[config.mk]
export PLATFORM = sky130hd
export DESIGN_NAME = io_cell_pair
export DESIGN_NICKNAME = d
export VERILOG_FILES = /design/src/rtl/io_cell_pkg.sv /design/src/rtl/sync2.sv /design/src/rtl/tap_delay.sv /design/src/rtl/io_cell_pair.sv
export SDC_FILE = /design/constraint.sdc
export NUM_CORES = 1
export LEC_CHECK = 0
export BUFFER_PORTS_ARGS = -buffer_cell sky130_fd_sc_hd__buf_2
export CAP_MARGIN = 20
export CORE_MARGIN = 2
export CORE_UTILIZATION = 45
export DETAILED_ROUTE_END_ITERATION = 10
export PLACE_DENSITY_LB_ADDON = 0.2
export SLEW_MARGIN = 25
export SYNTH_ARGS = -nofsm -noshare
export SYNTH_HDL_FRONTEND = slang
export SYNTH_SLANG_ARGS = --single-unit
export TNS_END_PERCENT = 1
[constraint.sdc]
create_clock -name pclk -period 2.7 [get_ports pclk]
set_input_delay 0.54 -clock pclk [delete_from_list [all_inputs] [get_ports pclk]]
set_output_delay 0.54 -clock pclk [all_outputs]
set_load 0.02 [all_outputs]
[src/rtl/io_cell_pkg.sv]
// Shared constants, register map and modes of the programmable I/O cell.
package io_cell_pkg;

    localparam int DATA_W = 32;
    localparam int ADDR_W = 8;
    localparam int SLOTS = 2;

    // Register byte offsets.
    localparam logic [7:0] CFG_OFS = 8'h00;
    localparam logic [7:0] SHIFT_OFS = 8'h04;
    localparam logic [7:0] STAT_OFS = 8'h08;
    localparam logic [7:0] DATA_OFS = 8'h0C;

    // Configuration register layout.
    localparam int CFG_W = 17;
    localparam logic [CFG_W-1:0] CFG_RESET = 17'h00000;
    localparam int CFG_IN_LSB = 0;
    localparam int CFG_OUT_LSB = 2;
    localparam int CFG_BYPASS = 4;
    localparam int CFG_ESEL_LSB = 5;
    localparam int CFG_USE_STROBE = 7;
    localparam int CFG_STROBE_SLOT = 8;
    localparam int CFG_DIFF = 9;
    localparam int CFG_BOTTOM = 10;
    localparam int CFG_DYN_DEL = 11;
    localparam int CFG_FIX_DEL_LSB = 12;
    localparam int CFG_INIT = 16;

    // Write clock shift register layout.
    localparam int SHIFT_W = 9;
    localparam logic [SHIFT_W-1:0] SHIFT_RESET = 9'h000;
    localparam int SHIFT_STATIC_EN = 8;
    localparam int SHIFT_INV_BIT = 7;
    localparam int SHIFT_STEP_PS = 25;
    localparam int SHIFT_STEPS = 128;

    // Status and data register layout.
    localparam int ST_DLL_LSB = 8;
    localparam int ST_PRE = 15;
    localparam int ST_VALID = 16;
    localparam int ST_ARMED = 17;
    localparam int DATA_SLOT_W = 4;

    localparam int DELAY_TAPS = 16;
    localparam int SYNC_W = 30;
    localparam logic TS_OFF = 1'b1;

    typedef enum logic [1:0] {
        MODE_SDR = 2'b00,
        MODE_DDR = 2'b01,
        MODE_GEAR = 2'b10
    } rate_mode_e;

endpackage

[src/rtl/sync2.sv]
// Two flip-flop synchroniser for levels from outside the pclk domain.
`timescale 1ns/100ps
module sync2 #(
    parameter int W = 1
) (
    // Clock and reset
    input wire logic pclk,
    input wire logic presetn,
    // Data
    input wire logic [W-1:0] d,
    output logic [W-1:0] q
);
    logic [W-1:0] meta_reg;

    always_ff @(posedge pclk or negedge presetn)
    begin
        if (!presetn)
        begin
            meta_reg <= '0;
            q <= '0;
        end
        else
        begin
            meta_reg <= d;
            q <= meta_reg;
        end
    end
endmodule // sync2

[src/rtl/tap_delay.sv]
// Selectable input delay line; tap 0 is two register stages.
`timescale 1ns/100ps
module tap_delay (
    // Clock and reset
    input wire logic pclk,
    input wire logic presetn,
    // Data and tap select
    input wire logic d,
    input wire logic [3:0] sel,
    output logic q
);
    logic [io_cell_pkg::DELAY_TAPS-1:0] chain_reg;

    always_ff @(posedge pclk or negedge presetn)
    begin
        if (!presetn)
        begin
            chain_reg <= '0;
            q <= 1'b0;
        end
        else
        begin
            chain_reg <= {chain_reg[io_cell_pkg::DELAY_TAPS-2:0], d};
            q <= chain_reg[sel];
        end
    end
endmodule // tap_delay

[src/rtl/io_cell_pair.sv]
// Programmable I/O cell with two slots, configured over APB.
//
// Overview of operation
// - Cell holds two slots, each own pad.
// - Slot drives data and tristate, reads pad.
// - Two slots pair as true/complement differential.
// - Synchronised, registered input on separate bypass port.
// - Four data ports; strobe pad reuses fourth.
// - Clock enable gates input registers; output registers too unless bypass set.
// - One system clock drives all register blocks.
// - Each slot muxes one of two edge clocks.
// - Latch enable guarantees double-rate input gearing.
// - Four-bit dynamic input delay code.
// - Seven-bit shift steps, 128 of 25ps.
// - Bit 7 inverts; static code may override.
// - Output gearing uses two quadrature clocks.
// - Strobe write clock serves strobe slot only.
// - Seven-bit DLL code is readable in the status register.
// - Data-valid flag marks captured input data.
// - Preamble detect biased high while strobe tristated.
// - Core gives SDR tristate to each slot except strobe slot in gear mode.
// - Strobe, gearing, valid ports absent on bottom.
// - Bottom edge: single input register, no DDR.
// - Slot has input, output, tristate, control blocks.
// - Transfer polarity picks safe transfer edge.
// - SDR input captured by system clock register.
// - DDR samples both edges, then resynchronises.
`timescale 1ns/100ps
module io_cell_pair (
    // APB slave
    input wire logic pclk,
    input wire logic presetn,
    input wire logic [7:0] paddr,
    input wire logic psel,
    input wire logic penable,
    input wire logic pwrite,
    input wire logic [31:0] pwdata,
    output logic [31:0] prdata,
    output logic pready,
    output logic pslverr,
    // Core fabric, pclk domain
    input wire logic clk_enable,
    input wire logic local_set_reset,
    input wire logic global_set_reset_n,
    input wire logic [1:0] core_out_a_rise,
    input wire logic [1:0] core_out_a_fall,
    input wire logic [1:0] core_out_b_rise,
    input wire logic [1:0] core_out_b_fall,
    input wire logic [1:0] core_tristate_in,
    output logic [1:0] core_in_a_pos,
    output logic [1:0] core_in_a_neg,
    output logic [1:0] core_in_b_pos,
    output logic [1:0] core_in_b_neg,
    output logic [1:0] bypass_input,
    output logic [1:0] pad_clock_route,
    output logic capture_valid_flag,
    output logic preamble_detect,
    // Clocks, strobes and codes from outside the pclk domain
    input wire logic edge_clk_first,
    input wire logic edge_clk_second,
    input wire logic shifted_read_strobe,
    input wire logic transfer_polarity,
    input wire logic gear_latch_enable,
    input wire logic [3:0] input_delay_code,
    input wire logic [7:0] write_clk_shift_code,
    input wire logic [6:0] dll_delay_code,
    input wire logic write_gear_clk_a,
    input wire logic write_gear_clk_b,
    input wire logic strobe_write_clk,
    input wire logic raw_strobe_in,
    // Pad buffers
    input wire logic [1:0] pad_in,
    output logic [1:0] pad_out,
    output logic [1:0] pad_tristate_ctl
);
    ////////////////////////////////////////////////////////////////////////////
    logic [io_cell_pkg::SYNC_W-1:0] sync_q;
    logic [1:0] pad_s;
    logic ecl1_s, ecl2_s, rstrobe_s, xpol_s, lat_s, ga_s, gb_s, sw_s, raw_s;
    logic [3:0] idc_s;
    logic [7:0] wcs_s;
    logic [6:0] dll_s;

    sync2 #(.W(io_cell_pkg::SYNC_W)) u_sync (
        .pclk(pclk),
        .presetn(presetn),
        .d({pad_in, edge_clk_first, edge_clk_second, shifted_read_strobe,
            transfer_polarity, gear_latch_enable, input_delay_code,
            write_clk_shift_code, dll_delay_code, write_gear_clk_a,
            write_gear_clk_b, strobe_write_clk, raw_strobe_in}),
        .q(sync_q)
    );

    assign {pad_s, ecl1_s, ecl2_s, rstrobe_s, xpol_s, lat_s, idc_s, wcs_s,
            dll_s, ga_s, gb_s, sw_s, raw_s} = sync_q;

    ////////////////////////////////////////////////////////////////////////////
    logic [io_cell_pkg::CFG_W-1:0] cfg_reg;
    logic [io_cell_pkg::SHIFT_W-1:0] shift_reg;
    logic [31:0] rd_next;
    logic err_next, apb_setup, apb_wr;
    logic [1:0] valid, out_q, ts_q, din;
    logic armed_reg, sw_prev_reg, strobe_tri, cap_ok, sw_rise, ga_e, gb_e, sr;
    logic [7:0] eff_code;

    assign apb_setup = psel & ~penable;
    assign apb_wr = psel & penable & pready & pwrite;

    always_comb
    begin
        rd_next = 32'h0000_0000;
        err_next = 1'b0;
        unique case (paddr)
            io_cell_pkg::CFG_OFS: rd_next[io_cell_pkg::CFG_W-1:0] = cfg_reg;
            io_cell_pkg::SHIFT_OFS: rd_next[io_cell_pkg::SHIFT_W-1:0] = shift_reg;
            io_cell_pkg::STAT_OFS:
            begin
                rd_next[7:0] = eff_code;
                rd_next[io_cell_pkg::ST_DLL_LSB +: 7] = dll_s;
                rd_next[io_cell_pkg::ST_PRE] = preamble_detect;
                rd_next[io_cell_pkg::ST_VALID] = capture_valid_flag;
                rd_next[io_cell_pkg::ST_ARMED] = armed_reg;
                err_next = pwrite;
            end
            io_cell_pkg::DATA_OFS:
            begin
                rd_next[2*io_cell_pkg::DATA_SLOT_W-1:0] = {core_in_b_neg[1],
                    core_in_b_pos[1], core_in_a_neg[1], core_in_a_pos[1],
                    core_in_b_neg[0], core_in_b_pos[0], core_in_a_neg[0],
                    core_in_a_pos[0]};
                err_next = pwrite;
            end
            default: err_next = 1'b1;
        endcase
    end

    // The answer is prepared in the setup phase so every access takes one wait-free cycle.
    always_ff @(posedge pclk or negedge presetn)
    begin
        if (!presetn)
        begin
            pready <= 1'b0;
            prdata <= 32'h0000_0000;
            pslverr <= 1'b0;
        end
        else
        begin
            pready <= apb_setup;
            pslverr <= apb_setup & err_next;
            if (apb_setup)
                prdata <= pwrite ? 32'h0000_0000 : rd_next;
        end
    end

    always_ff @(posedge pclk or negedge presetn)
    begin
        if (!presetn)
        begin
            cfg_reg <= io_cell_pkg::CFG_RESET;
            shift_reg <= io_cell_pkg::SHIFT_RESET;
        end
        else if (apb_wr && paddr == io_cell_pkg::CFG_OFS)
            cfg_reg <= pwdata[io_cell_pkg::CFG_W-1:0];
        else if (apb_wr && paddr == io_cell_pkg::SHIFT_OFS)
            shift_reg <= pwdata[io_cell_pkg::SHIFT_W-1:0];
    end

    ////////////////////////////////////////////////////////////////////////////
    io_cell_pkg::rate_mode_e in_mode, out_mode;
    logic bypass, use_strobe, strobe_slot, diff, bottom, init;
    logic [1:0] esel;
    logic [3:0] del_code;

    assign in_mode = io_cell_pkg::rate_mode_e'(cfg_reg[io_cell_pkg::CFG_IN_LSB +: 2]);
    assign out_mode = io_cell_pkg::rate_mode_e'(cfg_reg[io_cell_pkg::CFG_OUT_LSB +: 2]);
    assign bypass = cfg_reg[io_cell_pkg::CFG_BYPASS];
    assign esel = cfg_reg[io_cell_pkg::CFG_ESEL_LSB +: 2];
    assign use_strobe = cfg_reg[io_cell_pkg::CFG_USE_STROBE];
    assign strobe_slot = cfg_reg[io_cell_pkg::CFG_STROBE_SLOT];
    assign diff = cfg_reg[io_cell_pkg::CFG_DIFF];
    assign bottom = cfg_reg[io_cell_pkg::CFG_BOTTOM];
    assign init = cfg_reg[io_cell_pkg::CFG_INIT];
    assign del_code = cfg_reg[io_cell_pkg::CFG_DYN_DEL] ? idc_s
        : cfg_reg[io_cell_pkg::CFG_FIX_DEL_LSB +: 4];
    assign sr = local_set_reset | ~global_set_reset_n;
    // The shift itself is analog; only the step count and inversion are handled here.
    assign eff_code = shift_reg[io_cell_pkg::SHIFT_STATIC_EN] ? shift_reg[7:0]
        : wcs_s;
    assign ga_e = ga_s ^ eff_code[io_cell_pkg::SHIFT_INV_BIT];
    assign gb_e = gb_s ^ eff_code[io_cell_pkg::SHIFT_INV_BIT];
    assign sw_rise = sw_s & ~sw_prev_reg;
    assign strobe_tri = ts_q[strobe_slot];
    assign cap_ok = ~use_strobe | armed_reg;

    ////////////////////////////////////////////////////////////////////////////
    // One slot per pad: input, output, tristate and control logic.
    for (genvar i = 0; i < io_cell_pkg::SLOTS; i++)
    begin : g_slot
        logic edge_clk, cap_clk, cap_prev_reg, rise, fall, xfer, strobe_pad, ld;
        logic pos_reg, neg_reg, st_pos_reg, st_neg_reg, valid_reg;
        logic a_pos_reg, a_neg_reg, b_pos_reg, b_neg_reg;
        logic ar_reg, af_reg, br_reg, bf_reg, out_q_reg, ts_q_reg;
        io_cell_pkg::rate_mode_e imode, omode;

        assign edge_clk = esel[i] ? ecl2_s : ecl1_s;
        assign cap_clk = use_strobe ? rstrobe_s : edge_clk;
        assign rise = cap_clk & ~cap_prev_reg;
        assign fall = ~cap_clk & cap_prev_reg;
        assign xfer = xpol_s ? fall : rise;
        assign strobe_pad = use_strobe & (int'(strobe_slot) == i);
        assign imode = bottom ? io_cell_pkg::MODE_SDR : in_mode;
        assign omode = bottom ? io_cell_pkg::MODE_SDR : out_mode;
        assign ld = clk_enable | bypass;

        tap_delay u_delay (
            .pclk(pclk),
            .presetn(presetn),
            .d(pad_s[i]),
            .sel(del_code),
            .q(din[i])
        );

        always_ff @(posedge pclk or negedge presetn)
        begin
            if (!presetn)
                cap_prev_reg <= 1'b0;
            else
                cap_prev_reg <= cap_clk;
        end

        // Input register block.
        always_ff @(posedge pclk or negedge presetn)
        begin
            if (!presetn)
            begin
                {pos_reg, neg_reg, st_pos_reg, st_neg_reg} <= 4'h0;
                {a_pos_reg, a_neg_reg, b_pos_reg, b_neg_reg} <= 4'h0;
            end
            else if (sr)
            begin
                {pos_reg, neg_reg, st_pos_reg, st_neg_reg} <= {4{init}};
                {a_pos_reg, a_neg_reg, b_pos_reg, b_neg_reg} <= {4{init}};
            end
            else if (clk_enable)
            begin
                unique case (imode)
                    io_cell_pkg::MODE_SDR: a_pos_reg <= din[i];
                    io_cell_pkg::MODE_DDR, io_cell_pkg::MODE_GEAR:
                    begin
                        if (rise && cap_ok)
                            pos_reg <= din[i];
                        if (fall && cap_ok)
                            neg_reg <= din[i];
                        if (xfer && cap_ok && imode == io_cell_pkg::MODE_DDR)
                        begin
                            a_pos_reg <= pos_reg;
                            a_neg_reg <= neg_reg;
                        end
                        else if (xfer && cap_ok)
                        begin
                            st_pos_reg <= pos_reg;
                            st_neg_reg <= neg_reg;
                            if (lat_s)
                            begin
                                a_pos_reg <= st_pos_reg;
                                a_neg_reg <= st_neg_reg;
                                b_pos_reg <= pos_reg;
                                b_neg_reg <= neg_reg;
                            end
                        end
                    end
                    default: a_pos_reg <= a_pos_reg;
                endcase
            end
        end

        always_ff @(posedge pclk or negedge presetn)
        begin
            if (!presetn)
                valid_reg <= 1'b0;
            else if (imode == io_cell_pkg::MODE_SDR)
                valid_reg <= clk_enable & ~sr;
            else
                valid_reg <= clk_enable & ~sr & xfer & cap_ok
                    & (imode == io_cell_pkg::MODE_DDR | lat_s);
        end

        // Output register block.
        always_ff @(posedge pclk or negedge presetn)
        begin
            if (!presetn)
                {ar_reg, af_reg, br_reg, bf_reg} <= 4'h0;
            else if (sr)
                {ar_reg, af_reg, br_reg, bf_reg} <= {4{init}};
            else if (ld)
                {ar_reg, af_reg, br_reg, bf_reg} <= {core_out_a_rise[i],
                    core_out_a_fall[i], core_out_b_rise[i], core_out_b_fall[i]};
        end

        always_ff @(posedge pclk or negedge presetn)
        begin
            if (!presetn)
                out_q_reg <= 1'b0;
            else
            begin
                unique case (omode)
                    io_cell_pkg::MODE_SDR: out_q_reg <= ar_reg;
                    io_cell_pkg::MODE_DDR: out_q_reg <= edge_clk ? ar_reg : af_reg;
                    io_cell_pkg::MODE_GEAR:
                    begin
                        case ({ga_e, gb_e})
                            2'b00: out_q_reg <= ar_reg;
                            2'b10: out_q_reg <= af_reg;
                            2'b11: out_q_reg <= br_reg;
                            default: out_q_reg <= strobe_pad ? br_reg : bf_reg;
                        endcase
                    end
                    default: out_q_reg <= init;
                endcase
            end
        end

        // Tristate register block.
        always_ff @(posedge pclk or negedge presetn)
        begin
            if (!presetn)
                ts_q_reg <= io_cell_pkg::TS_OFF;
            else if (sr)
                ts_q_reg <= io_cell_pkg::TS_OFF;
            else if (strobe_pad && omode == io_cell_pkg::MODE_GEAR)
            begin
                if (sw_rise)
                    ts_q_reg <= bf_reg;
            end
            else if (clk_enable)
                ts_q_reg <= core_tristate_in[i];
        end

        assign out_q[i] = out_q_reg;
        assign ts_q[i] = ts_q_reg;
        assign valid[i] = valid_reg;
        assign core_in_a_pos[i] = a_pos_reg;
        assign core_in_a_neg[i] = a_neg_reg;
        assign core_in_b_pos[i] = b_pos_reg;
        assign core_in_b_neg[i] = b_neg_reg;
    end

    ////////////////////////////////////////////////////////////////////////////
    always_ff @(posedge pclk or negedge presetn)
    begin
        if (!presetn)
        begin
            pad_out <= 2'h0;
            pad_tristate_ctl <= {2{io_cell_pkg::TS_OFF}};
        end
        else
        begin
            pad_out <= diff ? {~out_q[0], out_q[0]} : out_q;
            pad_tristate_ctl <= diff ? {2{ts_q[0]}} : ts_q;
        end
    end

    always_ff @(posedge pclk or negedge presetn)
    begin
        if (!presetn)
        begin
            bypass_input <= 2'h0;
            pad_clock_route <= 2'h0;
        end
        else
        begin
            bypass_input <= pad_s;
            pad_clock_route <= pad_s;
        end
    end

    // Capture stays disarmed until the strobe leaves its idle-high bias.
    always_ff @(posedge pclk or negedge presetn)
    begin
        if (!presetn)
        begin
            preamble_detect <= 1'b1;
            armed_reg <= 1'b0;
            sw_prev_reg <= 1'b0;
        end
        else
        begin
            preamble_detect <= strobe_tri | raw_s;
            sw_prev_reg <= sw_s;
            if (strobe_tri)
                armed_reg <= 1'b0;
            else if (!preamble_detect)
                armed_reg <= 1'b1;
        end
    end

    always_ff @(posedge pclk or negedge presetn)
    begin
        if (!presetn)
            capture_valid_flag <= 1'b0;
        else
            capture_valid_flag <= ~bottom & (|valid);
    end
endmodule // io_cell_pair

==> impl_metrics.toml <==
[finish]
multi_input_area_um2 = 2480
final_cell_count_no_fill = 880
drive_above_1_share_pct = 33.58
fillers = 1372
antenna_cells = 0
seqCellArea_um2 = 4511
largest_reg_flops = 32
syn_to_final_growth_pct = 18.71
num-nets-final = 742
fin_util_pct = 54.47

[clock_tree]
cts_tree = "done"
ctsResizeCount = 0
hold_buffers = 0
clkSinkCount = 180
clock_path_buffers = 2
root_buffer = "clkbuf_16"
postCtsSetupBuffers = 0
clock_latency_ns = 0.43
cts.clk_slew.worst_paths_ns = 0.07
cts_made_buffers = 17
htreeDepth = 4

[worst_setup_path]
arrival_ns = 2.54
cpMaxStageDelayCell = "dfrtp_1"
r2r_slack_ns = 0.47
timing.critical_path.required_ns = 3.02
crit_chain = "nand2b_1 > inv_1 > ha_1 > inv_1 > a2111o_1 > o211ai_1 > mux2_2 > mux2_2"
critPathMaxStageDelay_ns = 0.47
crit_family = "multiplexers"
crit_fanout = 7
critPathKind = "reg2reg"
worst-path-buf-inv = 2
critPathLaunchType = "flip-flop"
end_kind = "flip-flop"

[floorplan]
core_area_um2 = 15890
io-pin-count = 140
die_h_um = 131.3
die_w_um = 131.3
rows = 46
initial_core_util_pct = 45.89
die-area_um2 = 17230

[drt]
post_drt_via_cell_ratio = 5.208
vias = 4583
post_drt_wl_per_cell_um = 17.80
drt_iter0_markers = 212
wl_um = 15660
drtPass1Iterations = 4
drc_errors = 0
postRouteAntennaNets = 0

[synth]
yosys_warnings = 0
syn_avg_cell_area_um2 = 13.55
syn-cell-area_um2 = 7289
ys.flop_type = "dfrtp_1"
netlist_instances = 538
synth_top_family_by_area = "multiplexers"
synth-simple-area-share_pct = 7.140
synth.distinct_cells = 58
synth-edff-count = 0
synth_compound_area_share_pct = 9.046
muxShareOfSynthArea_pct = 16.74
synth-seq-area-share_pct = 61.88
synthArstFlopShare_pct = 100.0
ys_ff_latch = 180
synthXorXnorAreaFrac_pct = 0
synth_fa_ha_area_share_pct = 0.3433

[timing]
period_minus_slack_ns = 2.229
tightestPinTransition_ns = 0.6682
finalSetupViolCount = 0
finalCritPeriodShare_pct = 82.54
max_slew_margin_pct = 55.25
fin_setup_tns_ns = 0
rsz0062_at_grt = "false"
hold_viol = 0
skew_ns = 0.006910
final-max-slew-violation-count = 0
timing.fmax_ghz = 0.4487

[power]
power.leakage_nw = 4.116
power.density_nw_per_um2 = 664.5
ir_drop_v = 0.0006522

[global_routing]
grt_usage_pct = 19.43
grt_pass1_wl_um = 25990
grt_pass1_vias = 4907
grt_max_degree = 62
overflow = 0
grt_antenna_before_repair = 0

[status]
outcome = "completed"

[placement]
gp_congestion = 0.8814
dp_hpwl_um = 11170
placed_cells = 849
port_buffers = 110

[run]
cap_violations = 0

[hold_path]
min-delay-path-class = "in2async"
[synthesized netlist by cell type, drive strengths merged (4+ instances only)]
cell type    n  area [um^2]
dfrtp      175         4379
nand2       48        180.2
mux2        40        454.2
buf         34        241.5
mux2i       33        334.1
a21oi       20        103.9
mux4        18        431.7
inv         17        63.81
o21ai       17        85.08
a31oi       15        93.84
clkbuf      12        45.04
nor2        10        37.54
a22o         9        78.83
nand2b       8        50.05
nand3        8        40.04
nor2b        7        43.79
nor3         7        45.04
dfstp        5        131.4
a211oi       4        35.03
[layout make-up]
cell class	count	area share, %
clock buffer	19	5.119
clock inverter	12	1.952
inverter	17	0.7374
multi-input combinational	308	28.66
sequential	180	52.13
tap	216	3.123
timing repair buffer	128	8.285
[worst register-to-register path, stage by stage, from the launching register on]
cell	delay, ns
dfrtp_1	0.47
nand2b_1	0.20
inv_1	0.06
ha_1	0.23
inv_1	0.14
a2111o_1	0.31
o211ai_1	0.12
mux2_2	0.35
mux2_2	0.25
[final timing paths]
check                                        startpoint                  end  depth (start not counted)
worst max-delay path                        cfg_reg[10]  g_slot[0].a_neg_reg                          8
worst min-delay path                            presetn            prdata[3]                          1
worst max register to register              cfg_reg[10]  g_slot[0].a_neg_reg                          8
worst min register to register       u_sync.meta_reg[7]          u_sync.q[7]                          0
max in group asynchronous                       presetn          cfg_reg[12]                          2
min in group pclk               write_clk_shift_code[6]  u_sync.meta_reg[17]                          1
[report_power, final]
group	internal, mW	switching, mW
clock	1.50	1.05
sequential	2.80	0.0601
combinational	0.143	0.206
total	4.44	1.31
[stage by stage]
step / worst slack [ns] / total power [mW] / hold WS, ns / instance area (um^2)
2_1_floorplan: 0.5900 / 3.092 / 0.2444 / 7338
3_3_place_gp: 0.4750 / 3.254 / 0.3336 / 8041
3_5_place_dp: 0.4781 / 3.265 / 0.3347 / 8041
4_1_cts: 0.4683 / 5.826 / 0.03664 / 8653
5_1_grt: 0.3316 / 5.978 / 0.04722 / 8653
6_report: 0.4715 / 5.750 / 0.03590 / 8653
[cell families after synthesis]
group | after synthesis
mux | 91
compound gates | 96
buf+inv | 63
simple gates | 105
other cells | 1
fa+ha+maj | 2
flops | 180
[placed cells by master (no fill, tap or decap), drive strengths merged, types with 4 or more instances in the layout]
| master | Yosys | routed |
|---|---|---|
| nand2 | 48 | 48 |
| clkbuf | 12 | 19 |
| nor2 | 10 | 10 |
| mux2i | 33 | 33 |
| nand3 | 8 | 8 |
| a21oi | 20 | 20 |
| mux4 | 18 | 18 |
| buf | 34 | 128 |
| a211oi | 4 | 4 |
| dfstp | 5 | 5 |
| a22o | 9 | 9 |
| nor3 | 7 | 7 |
| o21ai | 17 | 17 |
| dfrtp | 175 | 175 |
| mux2 | 40 | 40 |
| nand2b | 8 | 8 |
| nor2b | 7 | 7 |
| a31oi | 15 | 15 |
| conb | 1 | 14 |
| inv | 17 | 21 |
[metal layers]
| metal | GRT usage (%) | routed length [um] |
|---|---|---|
| met1 | 24.59 | 6679 |
| met2 | 33.07 | 8072 |
| met3 | 5.864 | 797 |
| met4 | 4.469 | 112 |
| met5 | 0 | 0 |
Note: power is estimated with default switching activity, not from simulation.
